<file path="src/hw/mcfw_pkg.sv">
// Package: register map, field layouts and bus carriers of the mailbox channel flag window
package mcfw_pkg;

   // Implemented channels (1 to 124) and window geometry
   localparam int          NUM_CHANNELS   = 4;
   localparam int          MAX_CHANNELS   = 124;
   localparam int          CH_IDX_W       = 7;
   localparam int          WORD_IDX_W     = 3;
   localparam int          ADDR_W         = 13;
   localparam int          DATA_W         = 32;

   // Offsets inside one channel window (eight words each)
   localparam logic [4:0]  OFF_FLAG_STATUS   = 5'h00;
   localparam logic [4:0]  OFF_MASKED_STATUS = 5'h04;
   localparam logic [4:0]  OFF_FLAG_CLEAR    = 5'h08;
   localparam logic [4:0]  OFF_FLAG_SET      = 5'h0c;
   localparam logic [4:0]  OFF_MASK_STATE    = 5'h10;
   localparam logic [4:0]  OFF_MASK_SET      = 5'h14;
   localparam logic [4:0]  OFF_MASK_CLEAR    = 5'h18;

   // Frame bases: receiver view at 0x0000, sender view at 0x1000
   localparam logic [0:0]  FRAME_RECEIVER = 1'h0;
   localparam logic [0:0]  FRAME_SENDER   = 1'h1;
   localparam int          FRAME_BIT      = 12;

   // Summary registers in the receiver frame
   localparam logic [11:0] OFF_IRQ_STATUS = 12'hf90;
   localparam logic [11:0] OFF_IRQ_MASK   = 12'hf98;

   localparam logic [31:0] RESET_WORD = 32'h0000_0000;
   localparam logic [1:0]  RESP_OKAY  = 2'h0;
   localparam logic [1:0]  RESP_SLVERR = 2'h2;

   // Decoded access to one channel window
   typedef struct packed {
      logic                    hit;
      logic [0:0]              frame;
      logic [CH_IDX_W-1:0]     channel;
      logic [4:0]              offset;
   } mcfw_decode_t;

   // AXI4-Lite request and answer groups
   typedef struct packed {
      logic                awvalid;
      logic [ADDR_W-1:0]   awaddr;
      logic                wvalid;
      logic [DATA_W-1:0]   wdata;
      logic [3:0]          wstrb;
      logic                bready;
      logic                arvalid;
      logic [ADDR_W-1:0]   araddr;
      logic                rready;
   } mcfw_axi_req_t;

   typedef struct packed {
      logic                awready;
      logic                wready;
      logic                bvalid;
      logic [1:0]          bresp;
      logic                arready;
      logic                rvalid;
      logic [DATA_W-1:0]   rdata;
      logic [1:0]          rresp;
   } mcfw_axi_rsp_t;

endpackage

</file>
<file path="src/hw/mcfw_channel_window.sv">
// Module: mailbox channel flag window with AXI4-Lite slave and channel interrupts
//
// Behaviour
// - Each channel holds a 32-bit flag status word, reset to zero, read-only.
// - Writing one to a flag-set bit sets the matching status bit.
// - Writing one to a flag-clear bit clears the status and masked status bit.
// - Setting a set bit or clearing a clear bit changes nothing else.
// - Simultaneous set and clear of one bit leaves the bit set.
// - Zero bits written to flag-set leave the status unchanged.
// - Zero bits written to flag-clear leave the status unchanged.
// - Flag-set and flag-clear registers read as zero.
// - Masked status equals status where mask is zero, zero where mask is one.
// - Channel interrupt is high exactly while masked status is nonzero.
// - Masked status read reflects status and mask at the moment of the read.
// - The 32-bit mask resets to zero and is readable by the receiver.
// - Flag-set lives only in the sender view; the others in the receiver view.
// - Mask-set ones set mask bits; zeros do nothing; reads return zero.
// - Mask-clear ones clear mask bits; zeros do nothing; reads return zero.
// - One to 124 channels of eight words; absent channels read zero, ignore writes.
// - Receiver reset clears the flag status the sender sees as well.
`timescale 1ns/1ps

module mcfw_channel_window
   import mcfw_pkg::*;
(
   input  wire logic                        sys_clk,
   input  wire logic                        srst,
   input  wire mcfw_pkg::mcfw_axi_req_t     axiReq,
   output      mcfw_pkg::mcfw_axi_rsp_t     axiRsp,
   output      logic [mcfw_pkg::NUM_CHANNELS-1:0] channelIrq,
   output      logic                        irq
);
   import mcfw_pkg::*;

   // Address decode shared by the write and read paths
   function automatic mcfw_decode_t decodeAddr(input logic [ADDR_W-1:0] addr);
      mcfw_decode_t d;
      d.frame   = addr[FRAME_BIT];
      d.channel = addr[FRAME_BIT-1 -: CH_IDX_W];
      d.offset  = addr[4:0];
      d.hit     = (32'(d.channel) < NUM_CHANNELS);
      return d;
   endfunction

   // Per-channel state
   logic [DATA_W-1:0]       flagStatus_reg [NUM_CHANNELS];
   logic [DATA_W-1:0]       maskState_reg  [NUM_CHANNELS];
   logic [DATA_W-1:0]       maskedStatus   [NUM_CHANNELS];
   logic [NUM_CHANNELS-1:0] irqStatus_reg;
   logic [NUM_CHANNELS-1:0] irqMask_reg;

   // Write and read channel capture registers
   logic                    awHeld_reg;
   logic                    wHeld_reg;
   logic [ADDR_W-1:0]       awAddr_reg;
   logic [DATA_W-1:0]       wData_reg;
   logic [3:0]              wStrb_reg;
   logic                    bValid_reg;
   logic                    arValid_reg;
   logic                    rValid_reg;
   logic [DATA_W-1:0]       rData_reg;

   // Write commit strobes
   logic                    writeFire;
   logic                    fullWord;
   mcfw_decode_t            wDec;
   mcfw_decode_t            rDec;
   logic [NUM_CHANNELS-1:0] chanPrev;
   logic [NUM_CHANNELS-1:0] chanPrevLvl_reg;

   // Masked status and channel interrupt, purely combinational so reads never lag
   genvar g;
   generate
      for (g = 0; g < NUM_CHANNELS; g++)
      begin : gMask
         assign maskedStatus[g] = flagStatus_reg[g] & ~maskState_reg[g];
         assign channelIrq[g]   = |maskedStatus[g];
         assign chanPrev[g]     = irqStatus_reg[g];
      end
   endgenerate

   // Aggregate interrupt: sticky per-channel events gated by the mask
   assign irq = |(irqStatus_reg & irqMask_reg);

   // Write address and data are taken independently, in either order
   assign axiRsp.awready = ~awHeld_reg & ~bValid_reg;
   assign axiRsp.wready  = ~wHeld_reg & ~bValid_reg;
   assign axiRsp.bvalid  = bValid_reg;
   assign axiRsp.bresp   = RESP_OKAY;
   assign axiRsp.arready = ~arValid_reg & ~rValid_reg;
   assign axiRsp.rvalid  = rValid_reg;
   assign axiRsp.rdata   = rData_reg;
   assign axiRsp.rresp   = RESP_OKAY;

   assign writeFire = awHeld_reg & wHeld_reg & ~bValid_reg;
   assign fullWord  = &wStrb_reg; // partial writes are dropped
   assign wDec      = decodeAddr(awAddr_reg);

   // Capture of write address
   always_ff @(posedge sys_clk)
   begin
      if (srst)
      begin
         awHeld_reg <= 1'b0;
         awAddr_reg <= '0;
      end
      else if (axiReq.awvalid && axiRsp.awready)
      begin
         awHeld_reg <= 1'b1;
         awAddr_reg <= axiReq.awaddr;
      end
      else if (writeFire)
         awHeld_reg <= 1'b0;
   end

   // Capture of write data
   always_ff @(posedge sys_clk)
   begin
      if (srst)
      begin
         wHeld_reg <= 1'b0;
         wData_reg <= '0;
         wStrb_reg <= '0;
      end
      else if (axiReq.wvalid && axiRsp.wready)
      begin
         wHeld_reg <= 1'b1;
         wData_reg <= axiReq.wdata;
         wStrb_reg <= axiReq.wstrb;
      end
      else if (writeFire)
         wHeld_reg <= 1'b0;
   end

   // Write response one cycle after both halves are in; unmapped writes still answer OKAY
   always_ff @(posedge sys_clk)
   begin
      if (srst)
         bValid_reg <= 1'b0;
      else if (writeFire)
         bValid_reg <= 1'b1;
      else if (axiReq.bready)
         bValid_reg <= 1'b0;
   end

   // Flag status and mask per channel; set is applied after clear so set wins
   generate
      for (g = 0; g < NUM_CHANNELS; g++)
      begin : gChan
         logic sel;
         logic rxWin;
         logic txWin;
         assign sel   = writeFire && fullWord && wDec.hit
                        && (32'(wDec.channel) == g);
         assign rxWin = sel && (wDec.frame == FRAME_RECEIVER);
         assign txWin = sel && (wDec.frame == FRAME_SENDER);

         always_ff @(posedge sys_clk)
         begin
            if (srst)
               flagStatus_reg[g] <= RESET_WORD;
            else
            begin
               logic [DATA_W-1:0] clr;
               logic [DATA_W-1:0] set;
               clr = (rxWin && wDec.offset == OFF_FLAG_CLEAR) ? wData_reg : '0;
               set = (txWin && wDec.offset == OFF_FLAG_SET) ? wData_reg : '0;
               flagStatus_reg[g] <= (flagStatus_reg[g] & ~clr) | set;
            end
         end

         always_ff @(posedge sys_clk)
         begin
            if (srst)
               maskState_reg[g] <= RESET_WORD;
            else
            begin
               logic [DATA_W-1:0] mclr;
               logic [DATA_W-1:0] mset;
               mclr = (rxWin && wDec.offset == OFF_MASK_CLEAR) ? wData_reg : '0;
               mset = (rxWin && wDec.offset == OFF_MASK_SET) ? wData_reg : '0;
               maskState_reg[g] <= (maskState_reg[g] & ~mclr) | mset;
            end
         end
      end
   endgenerate

   // Sticky event on each rising channel interrupt; write-one-to-clear, set wins
   always_ff @(posedge sys_clk)
   begin
      if (srst)
         irqStatus_reg <= '0;
      else
      begin
         logic [NUM_CHANNELS-1:0] clrBits;
         logic [NUM_CHANNELS-1:0] rise;
         clrBits = '0;
         if (writeFire && fullWord && wDec.frame == FRAME_RECEIVER
             && awAddr_reg[FRAME_BIT-1:0] == OFF_IRQ_STATUS)
            clrBits = wData_reg[NUM_CHANNELS-1:0];
         rise = channelIrq & ~chanPrevLvl_reg;
         irqStatus_reg <= (chanPrev & ~clrBits) | rise;
      end
   end

   // Previous channel interrupt level for edge detection; resets to the idle low level
   always_ff @(posedge sys_clk)
   begin
      if (srst)
         chanPrevLvl_reg <= '0;
      else
         chanPrevLvl_reg <= channelIrq;
   end

   // Interrupt mask register, plain read-write
   always_ff @(posedge sys_clk)
   begin
      if (srst)
         irqMask_reg <= '0;
      else if (writeFire && fullWord && wDec.frame == FRAME_RECEIVER
               && awAddr_reg[FRAME_BIT-1:0] == OFF_IRQ_MASK)
         irqMask_reg <= wData_reg[NUM_CHANNELS-1:0];
   end

   // Read path: address taken, data registered next cycle
   assign rDec = decodeAddr(axiReq.araddr);

   always_ff @(posedge sys_clk)
   begin
      if (srst)
      begin
         arValid_reg <= 1'b0;
         rValid_reg  <= 1'b0;
         rData_reg   <= RESET_WORD;
      end
      else if (axiReq.arvalid && axiRsp.arready)
      begin
         rValid_reg <= 1'b1;
         rData_reg  <= readWord(axiReq.araddr, rDec);
      end
      else if (rValid_reg && axiReq.rready)
         rValid_reg <= 1'b0;
   end

   // Read multiplexer; write-only and reserved words read zero
   function automatic logic [DATA_W-1:0] readWord(input logic [ADDR_W-1:0] addr,
                                                  input mcfw_decode_t d);
      logic [DATA_W-1:0] v;
      v = RESET_WORD;
      if (d.frame == FRAME_RECEIVER && addr[FRAME_BIT-1:0] == OFF_IRQ_STATUS)
         v = DATA_W'(irqStatus_reg);
      else if (d.frame == FRAME_RECEIVER && addr[FRAME_BIT-1:0] == OFF_IRQ_MASK)
         v = DATA_W'(irqMask_reg);
      else if (d.hit)
      begin
         for (int i = 0; i < NUM_CHANNELS; i++)
         begin
            if (32'(d.channel) == i)
            begin
               if (d.offset == OFF_FLAG_STATUS)
                  v = flagStatus_reg[i];
               else if (d.frame == FRAME_RECEIVER && d.offset == OFF_MASKED_STATUS)
                  v = maskedStatus[i];
               else if (d.frame == FRAME_RECEIVER && d.offset == OFF_MASK_STATE)
                  v = maskState_reg[i];
            end
         end
      end
      return v;
   endfunction

endmodule

</file>
<file path="config.mk">
export PLATFORM = sky130hd
export DESIGN_NAME = mcfw_channel_window
export DESIGN_NICKNAME = d
export VERILOG_FILES = /design/src/hw/mcfw_pkg.sv /design/src/hw/mcfw_channel_window.sv
export SDC_FILE = /design/constraint.sdc
export NUM_CORES = 1
export LEC_CHECK = 0
export ABC_AREA = 1
export BUFFER_PORTS_ARGS = -buffer_cell sky130_fd_sc_hd__buf_2
export CAP_MARGIN = 10
export CORE_MARGIN = 4
export CORE_UTILIZATION = 55
export DETAILED_ROUTE_END_ITERATION = 10
export PLACE_DENSITY = 0.73
export SKIP_LAST_GASP = 1
export SLEW_MARGIN = 10
export SYNTH_ARGS = -nofsm -noshare
export SYNTH_HDL_FRONTEND = slang
export SYNTH_SLANG_ARGS = --single-unit
</file>
<file path="constraint.sdc">
create_clock -name sys_clk -period 2.7 [get_ports sys_clk]
set_input_delay 0.135 -clock sys_clk [delete_from_list [all_inputs] [get_ports sys_clk]]
set_output_delay 0.135 -clock sys_clk [all_outputs]
set_load 0.02 [all_outputs]
</file>
Yosys cells after proc, flatten, opt, wreduce, memory -nomap -nowiden
Memory sizes are Yosys's and may differ from the RTL's.
Cells that the tools add are included.
- multiplexer cells: 55
- magnitude comparators: 2
- reductions and logical operators: 54
- bitwise operators: 56
- equal/unequal tests: 16
- operator list (cell ; number):
    $mux W32 ; 43
    $and A32 B32 Y32 ; 12
    $not A32 Y32 ; 12
    $or A32 B32 Y32 ; 8
    $reduce_or A32 Y1 ; 4
    $eq A12 B12 Y1 const B ; 4
    $logic_and A1 B1 Y1 ; 41
    $eq A7 B2 Y1 const B ; 4
    $eq A5 B5 Y1 const B ; 3
    $eq A7 B1 Y1 const B ; 2
    $logic_not A7 Y1 ; 2
    $lt A7 B3 Y1 const B ; 2
    $and A4 B4 Y4 ; 3
    $eq A5 B4 Y1 const B ; 2
    $mux W1 ; 10
    $mux W4 ; 2
    $not A4 Y4 ; 2
    $or A1 B1 Y1 ; 8
    $reduce_bool A2 Y1 ; 4
    $not A1 Y1 ; 6
    $eq A5 B3 Y1 const B ; 1
    $logic_not A5 Y1 ; 1
    $and A1 B1 Y1 ; 4
    $or A4 B4 Y4 ; 1
    other kinds (2) ; 2
- RAM bits: 256
- bits in registers: 97
- memories kept: 2
- input port bits: 69
- memories (memory ; depth ; bits a word ; read ports ; clocked after memory_dff ; write ports ; line ; source):
    flagStatus_reg ; 4 ; 32 ; 4 ; 0 ; 4 ; mcfw_channel_window.sv:46 ; logic [DATA_W-1:0] flagStatus_reg [NUM_CHANNELS];
    maskState_reg ; 4 ; 32 ; 4 ; 0 ; 4 ; mcfw_channel_window.sv:47 ; logic [DATA_W-1:0] maskState_reg [NUM_CHANNELS];

Depth between registers and ports, before layout
- depth in word-level cells: 21
- mapped depth: 23
- depth with buffers taken out: 22

Least setup slack after synthesis
No wires, ideal clock.
- kind: reg-to-reg
- start: reg awHeld_reg
- end: mem flagStatus_reg[1][0], in the netlist flagStatus_reg[0][32]
- required time: 2.568 ns
- setup slack: 0.897 ns
- arrival time: 1.670 ns
- clock period less this slack: 1.803 ns
- stages on the path, launching flop included: 13
- buffers on the path: 1
- cell sequence: dfxtp_1 nand2_1 nor2_1 nand3_1 nor3_1 inv_1 nor3_2 nand2_1 nor2_1 nand2_1 clkbuf_1 o21ai_0 a21oi_1
- RTL lines (what ; line ; source):
    start: declaration ; mcfw_channel_window.sv:53 ; logic awHeld_reg;
    start signal: assignment ; mcfw_channel_window.sv:104 ; awHeld_reg <= 1'b0;
    start signal: assignment ; mcfw_channel_window.sv:109 ; awHeld_reg <= 1'b1;
    start signal: assignment ; mcfw_channel_window.sv:113 ; awHeld_reg <= 1'b0;
    end: declaration ; mcfw_channel_window.sv:46 ;

==> impl_metrics.ini <==
[grt]
grtUsageTotal = 0.334
grt.overflow.total = 0
grt_max_degree = 169
antenna_found_initial = 0
grt_pass1_vias = 19100
grt_pass1_wl_mm = 104

[cts]
cts_root_buf = clkbuf_16
clk_pin_slew_worst_paths_ps = 60
clkLatencyLatePin_ps = 550
post_cts_buffers = 0
cts_buffer_depth = 3
tritoncts = built
cts_inserted_buffers = 40
htreeDepth = 2
clock-sinks = 353

[power_and_ir_drop]
p_leak_uw = 0.00861
p_int_uw = 8600
switching_share = 0.251
power.net_switching_uw = 2880
clkPwrFrac = 0.460
peakVddDrop_v = 0.000463
power.density_nw_per_um2 = 536
comb_power_share = 0.067
p_seq_frac = 0.473

[synthesis]
ys_ff_latch = 353
synth.top_cell.area_share = 0.374
synth.largest_area_cell = dfxtp_1
synth_simple_gate_area_share = 0.225
synth_area_leaders = dfxtp_1 37%, nand2_1 17%, a21oi_1 12%, o21ai_0 8.9%, inv_1 4.4%
synth_top_family_by_area = compound AO/OA/AOI/OAI gates
synth_cell_types = 40
muxShareOfSynthArea = 0
syn_avg_cell_area_sq_um = 6.62
ys_seq_area_frac = 0.374
syn_inst = 2849
syn_area_sq_um = 18900
synth_xor_area_frac = 0
yosysWarnings = 0
synthAdderAreaFrac = 0
synth-compound-area-share = 0.299

[placement]
portBuffers = 110
gp_congestion = 0.913
placed_cells = 3243
hpwl_mm = 41.1

[layout]
drive_gt1_frac = 0.103
layout_common_cells = 839 x nand2_1, 460 x a21oi_1, 353 x dfxtp_1
nNetsFinal = 2954
diodes = 0
synthToLayoutAreaGrowth_pct = 13.5
fin_cells = 3357
multi_input_area_sq_um = 9960
mostFrequentLayoutCell = nand2_1
nFillCells = 3045
regArea_sq_um = 7070

[timing]
fin_crit_ps = 2630
rsz0062_at_grt = false
setup_viol = 0
finClkSkew_ps = 17.6
max_freq_mhz = 380
finalHoldViolations = 0
drv_slew = 0
timing.slew.headroom = 0.441
tns_ps = 0
worst_pin_slew_ps = 838
fin_crit_sh = 0.974

[die]
pin_count = 115
core_area_sq_um = 33700
dieArea_sq_um = 37300
initial_core_util = 0.560
die_w_um = 193
die_h_um = 193
fp-row-count = 67

[worst_setup_path]
critPathArrivalTime_ps = 2490
regToRegSetupSlack_ps = 380
endpoint_kind = output port
reg2regPathDepth = 12
cp-start-kind = flip-flop
criticalPathCategory = flip-flop to output port
required_ps = 2570
crit_fanout = 2

[outcome]
outcome = finished, final reports clean

[hold_path]
hold_path_depth = 3
hold_path_class = primary input to flip-flop

[detailed_routing]
ant_nets = 0
first_iter_violations = 2178
wl_per_cell_um = 19.6
via_count = 20500
drc = 0
vias_per_cell = 6.09
wl_mm = 65.8
drt_pre_antenna_iters = 6

[flow_run]
max_cap_violations = 0
what timing repair did:
action                                  CTS  global route
hold buffers                             48             0
resized for setup                         0             1
hold endpoints to repair                 47             0
endpoints found under the setup margin    0             1
per-stage QoR:
step / instance area, sq um / total power [uW] / utilization / setup slack (ps) / hold slack [ps]
finish: 21400 / 11500 / 0.635 / 71.2 / 34.5
global route: 21400 / 11800 / 0.635 / 24.3 / 52.8
CTS: 21400 / 11500 / 0.635 / 41.1 / 8.82
detailed placement: 19700 / 6230 / 0.584 / 344 / 404
global placement: 19700 / 6210 / 0.584 / 393 / 398
floorplan: 18900 / 5960 / - / 897 / 298
power groups by stage:
stage,clock network [uW],registers [uW],logic (uW)
6_report,5280,5430,764
5_1_grt,5540,5440,833
4_1_cts,5340,5420,745
3_5_place_dp,0,5540,689
3_3_place_gp,0,5530,674
2_1_floorplan,0,5420,544
synth_stat cells, drive strengths merged:
cell	count
dfxtp	353
nor3	10
o211ai	28
a21oi	462
o2111ai	3
nand3	16
conb	1
o21ai	378
a221oi	62
clkbuf	147
o21a	1
or2	13
o221ai	27
nand2	841
a21boi	28
nor4	19
nor2	109
a211oi	4
o211a	1
o22ai	5
nand4	31
buf	84
inv	225
or4	1
cells by family (layout without fill, tap and decap cells):
logic type	Yosys count	count (layout)
AOI/OAI and AO/OA	999	999
buffers and inverters	456	513
DFF	353	353
other	1	4
and+or+nand+nor	1040	1040
final timing paths:
check | startpoint | end
worst min-delay path | axiReq[23] | wData_reg[3]
worst max register to register | wHeld_reg | flagStatus_reg[1][51]
worst max-delay path | maskState_reg[3][31] | channelIrq[3]
worst min register to register | chanPrevLvl_reg[3] | chanPrev[3]
per-layer routing:
layer,GRT usage,vias to the layer above,routed length (um)
met4,0.142,0,2870
li1,-,9597,-
met3,0.0553,210,7050
met5,0,-,0
met2,0.525,1160,28900
met1,0.458,9491,27000
area by class of cell:
class / count / share of cell area
Multi-Input combinational cell: 2043 / 0.465
Timing Repair Buffer: 222 / 0.0804
Sequential cell: 353 / 0.330
Inverter: 225 / 0.0396
Tap cell: 448 / 0.0262
Clock inverter: 11 / 0.00450
Clock buffer: 55 / 0.0541
critical path, cell delays in order, from the launching register on:
cell     delay (ps)
dfxtp_1         320
inv_1            50
nand2_1          90
nand4_1         270
nor4_1          720
nand2_1         260
buf_2           230
No activity file was read; power rests on OpenSTA's default activity.
